`src/lpbs_pkg.sv`:
```
package lpbs_pkg;

	// ----------------------------------------------------------------
	// Device-level states
	// ----------------------------------------------------------------
	typedef enum logic [9:0] {
		DEV_POWER_ON  = 10'h001,
		DEV_RESETTING = 10'h002,
		DEV_NORMAL    = 10'h004,
		DEV_ACT_PD    = 10'h008,
		DEV_IDLE_PD   = 10'h010,
		DEV_RST_PD    = 10'h020,
		DEV_SELF_REF  = 10'h040,
		DEV_DEEP_PD   = 10'h080,
		DEV_MR_WRITE  = 10'h100,
		DEV_REF_ALL   = 10'h200
	} lpbs_dev_type;

	// ----------------------------------------------------------------
	// Per-bank states
	// ----------------------------------------------------------------
	typedef enum logic [7:0] {
		BK_IDLE      = 8'h01,
		BK_ACTIVATING = 8'h02,
		BK_ACTIVE    = 8'h04,
		BK_READING   = 8'h08,
		BK_WRITING   = 8'h10,
		BK_PRECHARGE = 8'h20,
		BK_REFRESH   = 8'h40,
		BK_MR_READ   = 8'h80
	} lpbs_bank_type;

	// ----------------------------------------------------------------
	// Decoded commands
	// ----------------------------------------------------------------
	typedef enum logic [3:0] {
		CMD_NOP  = 4'h0,
		CMD_ACT  = 4'h1,
		CMD_RD   = 4'h2,
		CMD_WR   = 4'h3,
		CMD_PRE  = 4'h4,
		CMD_PREA = 4'h5,
		CMD_BST  = 4'h6,
		CMD_REFB = 4'h7,
		CMD_REFA = 4'h8,
		CMD_MRR  = 4'h9,
		CMD_MRW  = 4'hA,
		CMD_MRST = 4'hB,
		CMD_SREF = 4'hC,
		CMD_DPD  = 4'hD
	} lpbs_cmd_type;

	typedef struct packed {
		lpbs_cmd_type cmd;
		logic [2:0] bank;
		logic auto_pre;
		logic [3:0] burst_len;
	} lpbs_req_type;

	localparam int BANKS = 8;
	localparam int CLK_MHZ = 200;
	localparam int T_RP_NS = 18;
	localparam int T_RCD_NS = 18;
	localparam int T_RFCPB_NS = 90;
	localparam int T_RFCAB_NS = 210;
	localparam int T_MRR_CK = 2;
	localparam int T_MRW_CK = 5;
	localparam int T_INIT5_US = 10;
	localparam int RP_CYC = (T_RP_NS * CLK_MHZ + 999) / 1000;
	localparam int RCD_CYC = (T_RCD_NS * CLK_MHZ + 999) / 1000;
	localparam int RFCPB_CYC = (T_RFCPB_NS * CLK_MHZ + 999) / 1000;
	localparam int RFCAB_CYC = (T_RFCAB_NS * CLK_MHZ + 999) / 1000;
	localparam int INIT5_CYC = T_INIT5_US * CLK_MHZ;

endpackage

```
`src/lpbs_state.sv`:
```
`timescale 1ns/10ps
`default_nettype none
// Contract
// - Transitions use prior state, CKE now and before, and CS# now.
// - Resetting power-down exit goes idle only if init wait expired.
// - Deep power-down exit returns to power-on.
// - Idle after tRP met; active after tRCD met and nothing pending.
// - Per-bank refresh only on idle bank; idle after tRFCpb.
// - No command but PREA to a bank inside precharge, activate windows; AP bursts take PRE and PREA.
// - Active MRR returns bank active; idle or reset MRR ends idle.
// - Precharge-all ends with all banks idle after tRP.
// - Precharge to an idle bank still takes full tRP.
// - Active bank takes read, write, MRR, precharge.
// - Reading or writing bank without AP takes new bursts, AP on or off.
// - Burst terminate stops latest burst, any bank, to active, unless it has AP.
// - MRW reset from power-on starts init; MRR allowed resetting.
module lpbs_state
	import lpbs_pkg::*;
#(
	parameter int INIT5_CYCLES = INIT5_CYC
) (
	// Clock, reset, enable
	input wire logic MCLK,
	input wire logic SRST,
	input wire logic CLK_EN,
	// Command pins, already on MCLK
	input wire logic CKE,
	input wire logic CS_N,
	input wire lpbs_req_type REQ,
	// State view
	output lpbs_dev_type DEV_STATE,
	output logic [8*BANKS-1:0] BANK_STATE,
	output logic ALL_IDLE,
	output logic ILLEGAL
);

	initial begin
		if (INIT5_CYCLES < 1) $error("INIT5_CYCLES must be positive");
	end

	// ----------------------------------------------------------------
	// State
	// ----------------------------------------------------------------
	lpbs_dev_type dev_r, dev_nxt;
	lpbs_bank_type bank_r [BANKS], bank_nxt [BANKS];
	logic [7:0] tmr_r [BANKS], tmr_nxt [BANKS];
	logic ap_r [BANKS], ap_nxt [BANKS];
	logic ret_act_r [BANKS], ret_act_nxt [BANKS];
	logic [7:0] dtmr_r, dtmr_nxt;
	logic [31:0] init_r, init_nxt;
	logic cke_prev_r, cke_prev_nxt;
	logic [2:0] last_bank_r, last_bank_nxt;
	logic ill_r, ill_nxt;

	function automatic logic [7:0] cyc8(input int c);
		return 8'(c);
	endfunction

	function automatic logic bank_busy(input lpbs_bank_type s);
		return s != BK_IDLE && s != BK_ACTIVE;
	endfunction

	logic all_idle_c;
	logic any_burst_c;
	always_comb begin
		all_idle_c = 1'b1;
		any_burst_c = 1'b0;
		for (int i = 0; i < BANKS; i++) begin
			if (bank_r[i] != BK_IDLE) all_idle_c = 1'b0;
			if (bank_r[i] inside {BK_READING, BK_WRITING}) begin
				any_burst_c = 1'b1;
			end
		end
	end

	// ----------------------------------------------------------------
	// Next-state logic
	// ----------------------------------------------------------------
	always_comb begin
		lpbs_req_type q;
		logic cmd_edge;
		logic any_active;
		q = REQ;
		cmd_edge = cke_prev_r && CKE && !CS_N;
		any_active = !all_idle_c;
		dev_nxt = dev_r;
		dtmr_nxt = dtmr_r;
		init_nxt = init_r;
		cke_prev_nxt = CKE;
		last_bank_nxt = last_bank_r;
		ill_nxt = 1'b0;
		for (int i = 0; i < BANKS; i++) begin
			bank_nxt[i] = bank_r[i];
			tmr_nxt[i] = tmr_r[i];
			ap_nxt[i] = ap_r[i];
			ret_act_nxt[i] = ret_act_r[i];
		end
		// Init wait runs in resetting and resetting power-down alike
		if (init_r != 32'h0) init_nxt = init_r - 32'h1;
		if (dtmr_r != 8'h0) dtmr_nxt = dtmr_r - 8'h1;
		// Bank timers and window completion
		for (int i = 0; i < BANKS; i++) begin
			if (tmr_r[i] != 8'h0) tmr_nxt[i] = tmr_r[i] - 8'h1;
			if (tmr_r[i] == 8'h1) begin
				case (bank_r[i])
					BK_ACTIVATING: bank_nxt[i] = BK_ACTIVE;
					BK_PRECHARGE: bank_nxt[i] = BK_IDLE;
					BK_REFRESH: bank_nxt[i] = BK_IDLE;
					BK_MR_READ: begin
						bank_nxt[i] = ret_act_r[i] ? BK_ACTIVE
							: BK_IDLE;
					end
					BK_READING, BK_WRITING: begin
						// Burst ran out; AP burst flows into precharge
						if (ap_r[i]) begin
							bank_nxt[i] = BK_PRECHARGE;
							tmr_nxt[i] = cyc8(RP_CYC);
						end else begin
							bank_nxt[i] = BK_ACTIVE;
						end
						ap_nxt[i] = 1'b0;
					end
					default: ;
				endcase
			end
		end
		// Device-level FSM; CKE table first, command table under CKE high
		case (dev_r)
			DEV_ACT_PD: if (CKE && CS_N) dev_nxt = DEV_NORMAL;
			DEV_IDLE_PD: if (CKE && CS_N) dev_nxt = DEV_NORMAL;
			DEV_SELF_REF: if (CKE && CS_N) dev_nxt = DEV_NORMAL;
			DEV_DEEP_PD: begin
				if (CKE && CS_N) dev_nxt = DEV_POWER_ON;
			end
			DEV_RST_PD: begin
				if (CKE && CS_N) begin
					dev_nxt = (init_r == 32'h0) ? DEV_NORMAL
						: DEV_RESETTING;
				end
			end
			DEV_MR_WRITE, DEV_REF_ALL: begin
				if (dtmr_r == 8'h1) dev_nxt = DEV_NORMAL;
				if (cmd_edge && q.cmd != CMD_NOP) ill_nxt = 1'b1;
			end
			DEV_POWER_ON: begin
				if (cmd_edge && q.cmd == CMD_MRST) begin
					dev_nxt = DEV_RESETTING;
					init_nxt = INIT5_CYCLES;
				end
			end
			DEV_RESETTING: begin
				if (cke_prev_r && !CKE && CS_N) begin
					dev_nxt = DEV_RST_PD;
				end else if (cmd_edge && q.cmd == CMD_MRR) begin
					// Resetting MR read; exits to normal idle
					bank_nxt[q.bank] = BK_MR_READ;
					tmr_nxt[q.bank] = cyc8(T_MRR_CK);
					ret_act_nxt[q.bank] = 1'b0;
					dev_nxt = DEV_NORMAL;
				end else if (init_r == 32'h0) begin
					dev_nxt = DEV_NORMAL;
				end
			end
			DEV_NORMAL: begin
				if (cke_prev_r && !CKE) begin
					if (CS_N) begin
						dev_nxt = any_active ? DEV_ACT_PD
							: DEV_IDLE_PD;
					end else if (all_idle_c && q.cmd == CMD_SREF) begin
						dev_nxt = DEV_SELF_REF;
					end else if (all_idle_c && q.cmd == CMD_DPD) begin
						dev_nxt = DEV_DEEP_PD;
					end else begin
						ill_nxt = 1'b1;
					end
				end else if (cmd_edge) begin
					case (q.cmd)
						CMD_ACT: begin
							if (bank_r[q.bank] == BK_IDLE) begin
								bank_nxt[q.bank] = BK_ACTIVATING;
								tmr_nxt[q.bank] = cyc8(RCD_CYC);
							end else ill_nxt = 1'b1;
						end
						CMD_RD, CMD_WR: begin
							if ((bank_r[q.bank] == BK_ACTIVE
								|| bank_r[q.bank] == BK_READING
								|| bank_r[q.bank] == BK_WRITING)
								&& !ap_r[q.bank]) begin
								bank_nxt[q.bank] = (q.cmd == CMD_RD)
									? BK_READING : BK_WRITING;
								tmr_nxt[q.bank] = 8'(q.burst_len);
								ap_nxt[q.bank] = q.auto_pre;
								last_bank_nxt = q.bank;
							end else ill_nxt = 1'b1;
						end
						CMD_BST: begin
							// Latest burst stops wherever it is
							if ((bank_r[last_bank_r] == BK_READING
								|| bank_r[last_bank_r] == BK_WRITING)
								&& !ap_r[last_bank_r]) begin
								bank_nxt[last_bank_r] = BK_ACTIVE;
								tmr_nxt[last_bank_r] = 8'h0;
							end else ill_nxt = 1'b1;
						end
						CMD_PRE: begin
							// Idle bank still pays full tRP
							if (!bank_busy(bank_r[q.bank])
								|| bank_r[q.bank] == BK_READING
								|| bank_r[q.bank] == BK_WRITING) begin
								bank_nxt[q.bank] = BK_PRECHARGE;
								tmr_nxt[q.bank] = cyc8(RP_CYC);
								ap_nxt[q.bank] = 1'b0;
							end else ill_nxt = 1'b1;
						end
						CMD_PREA: begin
							for (int i = 0; i < BANKS; i++) begin
								bank_nxt[i] = BK_PRECHARGE;
								tmr_nxt[i] = cyc8(RP_CYC);
								ap_nxt[i] = 1'b0;
							end
						end
						CMD_REFB: begin
							// A burst anywhere still owns the data path
							if (bank_r[q.bank] == BK_IDLE
								&& !any_burst_c) begin
								bank_nxt[q.bank] = BK_REFRESH;
								tmr_nxt[q.bank] = cyc8(RFCPB_CYC);
							end else ill_nxt = 1'b1;
						end
						CMD_REFA, CMD_MRW: begin
							if (all_idle_c) begin
								dev_nxt = (q.cmd == CMD_REFA)
									? DEV_REF_ALL : DEV_MR_WRITE;
								dtmr_nxt = (q.cmd == CMD_REFA)
									? cyc8(RFCAB_CYC) : cyc8(T_MRW_CK);
							end else ill_nxt = 1'b1;
						end
						CMD_MRST: begin
							if (all_idle_c) begin
								dev_nxt = DEV_RESETTING;
								init_nxt = INIT5_CYCLES;
							end else ill_nxt = 1'b1;
						end
						CMD_MRR: begin
							if (bank_r[q.bank] == BK_ACTIVE
								|| bank_r[q.bank] == BK_IDLE) begin
								ret_act_nxt[q.bank] =
									bank_r[q.bank] == BK_ACTIVE;
								bank_nxt[q.bank] = BK_MR_READ;
								tmr_nxt[q.bank] = cyc8(T_MRR_CK);
							end else ill_nxt = 1'b1;
						end
						default: ill_nxt = 1'b1;
					endcase
				end
			end
			default: dev_nxt = DEV_POWER_ON;
		endcase
	end

	// ----------------------------------------------------------------
	// Registers
	// ----------------------------------------------------------------
	always_ff @(posedge MCLK) begin
		if (SRST) begin
			dev_r <= DEV_POWER_ON;
			dtmr_r <= 8'h0;
			init_r <= 32'h0;
			cke_prev_r <= 1'b0;
			last_bank_r <= 3'h0;
			ill_r <= 1'b0;
			for (int i = 0; i < BANKS; i++) begin
				bank_r[i] <= BK_IDLE;
				tmr_r[i] <= 8'h0;
				ap_r[i] <= 1'b0;
				ret_act_r[i] <= 1'b0;
			end
		end else if (CLK_EN) begin
			dev_r <= dev_nxt;
			dtmr_r <= dtmr_nxt;
			init_r <= init_nxt;
			cke_prev_r <= cke_prev_nxt;
			last_bank_r <= last_bank_nxt;
			ill_r <= ill_nxt;
			for (int i = 0; i < BANKS; i++) begin
				bank_r[i] <= bank_nxt[i];
				tmr_r[i] <= tmr_nxt[i];
				ap_r[i] <= ap_nxt[i];
				ret_act_r[i] <= ret_act_nxt[i];
			end
		end
	end

	always_comb begin
		for (int i = 0; i < BANKS; i++) begin
			BANK_STATE[8*i +: 8] = bank_r[i];
		end
	end

	assign DEV_STATE = dev_r;
	assign ALL_IDLE = all_idle_c;
	assign ILLEGAL = ill_r;

endmodule
`default_nettype wire

```
`config.mk`:
```
export PLATFORM = sky130hd
export DESIGN_NAME = lpbs_state
export DESIGN_NICKNAME = d
export VERILOG_FILES = /design/src/lpbs_pkg.sv /design/src/lpbs_state.sv
export SDC_FILE = /design/constraint.sdc
export NUM_CORES = 1
export LEC_CHECK = 0
export BUFFER_PORTS_ARGS = -buffer_cell sky130_fd_sc_hd__buf_2
export CORE_MARGIN = 4
export CORE_UTILIZATION = 40
export DETAILED_ROUTE_END_ITERATION = 8
export PLACE_DENSITY = 0.56
export SLEW_MARGIN = 0
export SYNTH_ARGS = -nofsm -noshare
export SYNTH_HDL_FRONTEND = slang
export SYNTH_SLANG_ARGS = --single-unit
```
`constraint.sdc`:
```
create_clock -name MCLK -period 11.15 [get_ports MCLK]
set_clock_uncertainty 0.1 [all_clocks]
set_input_delay 0.5575 -clock MCLK [delete_from_list [all_inputs] [get_ports MCLK]]
set_output_delay 0.5575 -clock MCLK [all_outputs]
set_load 0.1 [all_outputs]
```
==> After elaboration in Yosys (flattened, before gate mapping) <==
Memories as Yosys holds them, arrays and structs flattened. A register that Yosys moved wholly into a read port is not among the register bits.
Index checks and enable logic that the tools add are counted.
{ "classes": {"addsub": 10, "mul": 0, "div_mod_pow": 0, "magnitude_cmp": 4, "eq_ne": 107, "shifts": 0, "mux": 234, "bitwise_logic": 63, "n_reduce_logical": 71} }
{ "op_table": {"columns": ["operator", "n"], "rows": [
  ["$mux 64", 20],
  ["$pmux 64 s7", 2],
  ["$mux 8", 75],
  ["$and 56x56->56", 7],
  ["$not 56->56", 6],
  ["$pmux 64 s2", 2],
  ["$pmux 8 s4", 8],
  ["$mux 32", 6],
  ["$mux 10", 16],
  ["$bwmux 64", 2],
  ["$eq 8x1->1 const B", 10],
  ["$eq 8x4->1 const B", 10],
  ["$eq 8x5->1 const B", 10],
  ["$ne 8x1->1 const B", 9],
  ["$reduce_bool 8->1", 9],
  ["$sub 8x1->8 const B", 9],
  ["$pmux 10 s7", 1],
  ["$mux 1", 67],
  ["$and 64x64->64", 1],
  ["$eq 8x2->1 const B", 8],
  ["$eq 8x6->1 const B", 8],
  ["$eq 8x7->1 const B", 8],
  ["$eq 8x8->1 const B", 8],
  ["$not 64->64", 1],
  ["57 further kinds", 186]
]} }
{ "word_totals": {"regBits": 55, "latchBits": 0, "mem_bits_rw": 144, "mem_bits_ro": 0, "output_inout_bits": 76, "wordCells": 499, "memories": 4} }
{ "memory_table": {"columns": ["memory", "words", "word_bits", "rd", "rd_clocked_by_memory_dff", "wr", "line_no", "text"], "rows": [
  ["bank_r", 8, 8, 10, 1, 8, "lpbs_state.sv:45", "lpbs_bank_type bank_r [BANKS], bank_nxt [BANKS];"],
  ["tmr_r", 8, 8, 8, 0, 8, "lpbs_state.sv:46", "logic [7:0] tmr_r [BANKS], tmr_nxt [BANKS];"],
  ["ap_r", 8, 1, 10, 1, 8, "lpbs_state.sv:47", "logic ap_r [BANKS], ap_nxt [BANKS];"],
  ["ret_act_r", 8, 1, 8, 0, 8, "lpbs_state.sv:48", "logic ret_act_r [BANKS], ret_act_nxt [BANKS];"]
]} }

==> Logic depth before layout (Yosys ltp) <==
An unclocked memory read counts as a cell.
{ "logic_depth": {"ltp_word": 19, "depth_mapped": 15, "mapped_depth_nobuf": 9} }

==> Least setup slack after synthesis <==
Ideal clock, no wire load.
{ "synth_path": {"path_kind": "input to register", "from": "in CLK_EN", "to": "reg dtmr_r[3]", "setup_ps": 133, "t_arrival_ps": 4190, "t_required_ps": 10917, "setup_slack_ps": 6727, "cell_stages": 6, "path_buffers": 1, "path_cell_list": "clkbuf_1 nor2_1 inv_1 o21ai_0 nand2_1 o211ai_1"} }
{ "synth_rtl": {"columns": ["element", "line_no", "text"], "rows": [
  ["start: declaration", "lpbs_state.sv:25", "input wire logic CLK_EN,"],
  ["end signal: assignment", "lpbs_state.sv:280", "dtmr_r <= dtmr_nxt;"],
  ["end: declaration", "lpbs_state.sv:49", "logic [7:0] dtmr_r, dtmr_nxt;"]
]} }

==> metrics <==
outcome complete, no violations; ant diodes 0; Routed Antenna Nets 0; critical path's slowest cell a211oi_1; Peak VDD IR between 0.00015 and 0.0002 V; initial core utilization 0.409; drt wl/cell 31.5 um; mapped cell area roughly 16,000 um^2; final-report hold violation count 0; Avg Inst Size Synth 7.89 um^2; CTS root buf clkbuf_16; final WL about 82 mm; type of the worst setup path reg2reg; Post-synth EDFFs 144; largest net degree at the start of global routing 73; core area 39,000 um^2; most used routing layer met2; met2 usage 0.534; CTS tree built; worst hold path type in2reg; Crit. End Element flip-flop; post-CTS setup buffers 0; final RePlAce weighted congestion 1.07; total CTS buffers 27; GRT Util Overall 0.362; crit path capture tmr_r[1][7]; Yosys top cell by area edfxtp_1; GRT met3 Usage 0.0854; final setup fails 0; share of layout cells above drive strength 1 0.111; Max-Cap Viols 0; Synth top cells by count nor2_1, nand2_1, a21oi_1; worst reg2reg path endpoint tmr_r[1][7]; Worst-Skew Late Latency ~0.57 ns; Reg-to-Reg Start bank_r[4][1]; Clock Sinks a little over 200; critical path launch point bank_r[4][1]; final setup TNS 0 ns; final period utilization 0.494; vias in the first global route 16.8k; Worst-path clk slew 0.06 ns; Worst-Margin Slew 1.31 ns; GR Layer Usage met1 0.487; top cells by area, synth edfxtp_1, dfxtp_1, nor2_1; Worst R2R Setup Slack 5.64 ns; crit path time final 5.51 ns; Post-CTS Hold Fix Bufs 0; DRT Pass-1 Iters 8; post-synth net total 2,061; port bufs 92; fmax 181 MHz; Final Max Slew Viols 0; synthesized flop and latch total just over 200; H-tree levels 1; Cell Rows 72; Layout area overhead 11.7%; Synth top area share 0.271; Async SR Flop Fraction 0; DRC Markers 0; count leader, synth nor2_1; synth warn 0; static leakage 6.33 nW; Die Span Y 208 um; unrepaired setup endpoints after global routing no; post-cts sizing count 0; total number of vias about 18k; DPL Wire Length 60.9 mm; DIE AREA 43,100 um^2; Initial DRC Count 2,434; Filler cells 3,973; Gate Count Post-Synth slightly above 2k; Startpoint Class flip-flop; FF-to-FF path depth 10; slew margin rel. 0.122; sequential-to-total area share from yosys stat 0.344; ys flop type edfxtp_1; Die W 208 um; drt via density 6.88; Remaining Overflow, GRT 0; deepest clock path buffer count 3; antenna violations before repair 5; io pins 93; global-route wire length before repair 118 mm; Yosys cell types 93; PwrDens 166 nW/um^2; crit path DAT 5.72 ns; Req. time, crit path 11.36 ns; crit path max fanout 19; worst path cell trace mux4_2 > mux2_2 > a211oi_1 > and3_1 > buf_4 > nand3_2 > o21ai_2 > nand3_1 > o311ai_1 > nor2_1; utilization after layout 0.457; Crit path largest cell delay 0.68 ns; Final #Nets between 2k and 2.5k
[state kept, by name, indices dropped and copies added, names as in the netlist, named ones only]
register     flops
ret_act_r        8
ILLEGAL          1
init_r          32
cke_prev_r       1
tmr_r           64
last_bank_r      3
bank_r          64
ap_r             8
dtmr_r           8
DEV_STATE       10
[per-layer routing]
| layer | vias up | wire length (um) | share of wire |
|---|---|---|---|
| met1 | 8669 | 32500 | 0.39 |
| li1 | 7760 | - | - |
| met2 | 1230 | 34200 | 0.42 |
| met4 | 6 | 6240 | 0.076 |
| met5 | - | 41 | 0.00050 |
| met3 | 304 | 9290 | 0.11 |
[cells in the final DEF, fill, tap and decap left out, types with 15 or more instances in the layout]
master / n
nor4_1: 42
a31oi_1: 35
clkbuf_16: 27
nand2_1: 224
or3_1: 25
nor3_1: 126
buf_4: 38
nand3_1: 88
ha_1: 21
nor3b_1: 17
o31ai_1: 23
dfxtp_1: 58
nand2b_1: 35
and2_1: 15
nor2b_1: 23
a21oi_1: 147
o22ai_1: 18
nand4_1: 38
and3_1: 23
nor2_1: 246
mux2i_1: 16
o21ai_1: 24
edfxtp_1: 144
inv_1: 40
a211oi_1: 22
buf_2: 92
xnor2_1: 53
o211ai_1: 17
a22oi_1: 18
xor2_1: 29
o21ai_0: 116
[worst max-delay path, delay by kind of cell (launching register included)]
kind,cells,cell delay (ns)
DFF,1,0.66
AOI/OAI and AO/OA,3,1.70
and+or+nand+nor,4,1.58
muxes,2,0.82
buffers and inverters,1,0.36
[per-stage QoR]
step | cells | hold WS (ns) | setup slack [ns] | instance area (um^2) | total power (W)
after global placement | 2562 | 0.344 | 5.32 | 16900 | 0.00205
final | 2612 | 0.227 | 5.64 | 17800 | 0.00295
after detailed placement | 2562 | 0.345 | 5.25 | 16900 | 0.00206
after CTS | 2612 | 0.202 | 5.84 | 17800 | 0.00295
after global routing | 2612 | 0.292 | 5.49 | 17800 | 0.00312
after floorplan | 2023 | 0.332 | 6.73 | 16000 | 0.00181
[cells by family after synthesis]
| logic type | share of synthesized area |
|---|---|
| XOR/XNOR | 0.0450 |
| buffers and inverters | 0.0368 |
| flip-flops | 0.344 |
| adder cells (fa/ha/maj) | 0.0165 |
| AND/OR/NAND/NOR | 0.306 |
| multiplexers | 0.0307 |
| AO/OA/AOI/OAI | 0.221 |
[power breakdown]
| group | internal [W] | switching, W | total, W |
|---|---|---|---|
| registers | 0.000926 | 0.000132 | 0.00106 |
| logic | 0.000339 | 0.000673 | 0.00101 |
| clock network | 0.000511 | 0.000372 | 0.000883 |
[area by class of cell]
cell class | count | area (um^2) | share of cell area
Clock buffer | 34 | 732 | 0.0411
Clock inverter | 16 | 143 | 0.00800
Inverter | 41 | 159 | 0.00892
Multi-Input combinational cell | 1671 | 9910 | 0.556
Sequential cell | 202 | 5490 | 0.308
Tap cell | 518 | 648 | 0.0364
Timing Repair Buffer | 130 | 746 | 0.0418
[worst min path at each step]
| stage | slack (ns) | cells after the start | endpoint | from |
|---|---|---|---|---|
| 2_1_floorplan | 0.33 | 2 | init_r[20] | init_r[20] |
| 3_3_place_gp | 0.34 | 2 | init_r[20] | init_r[20] |
| 3_5_place_dp | 0.34 | 2 | init_r[20] | init_r[20] |
| 4_1_cts | 0.20 | 3 | cke_prev_r | CKE |
| 5_1_grt | 0.29 | 3 | cke_prev_r | CKE |
| 6_report | 0.23 | 3 | cke_prev_r | CKE |
Note: power is estimated with default switching activity, not from simulation.
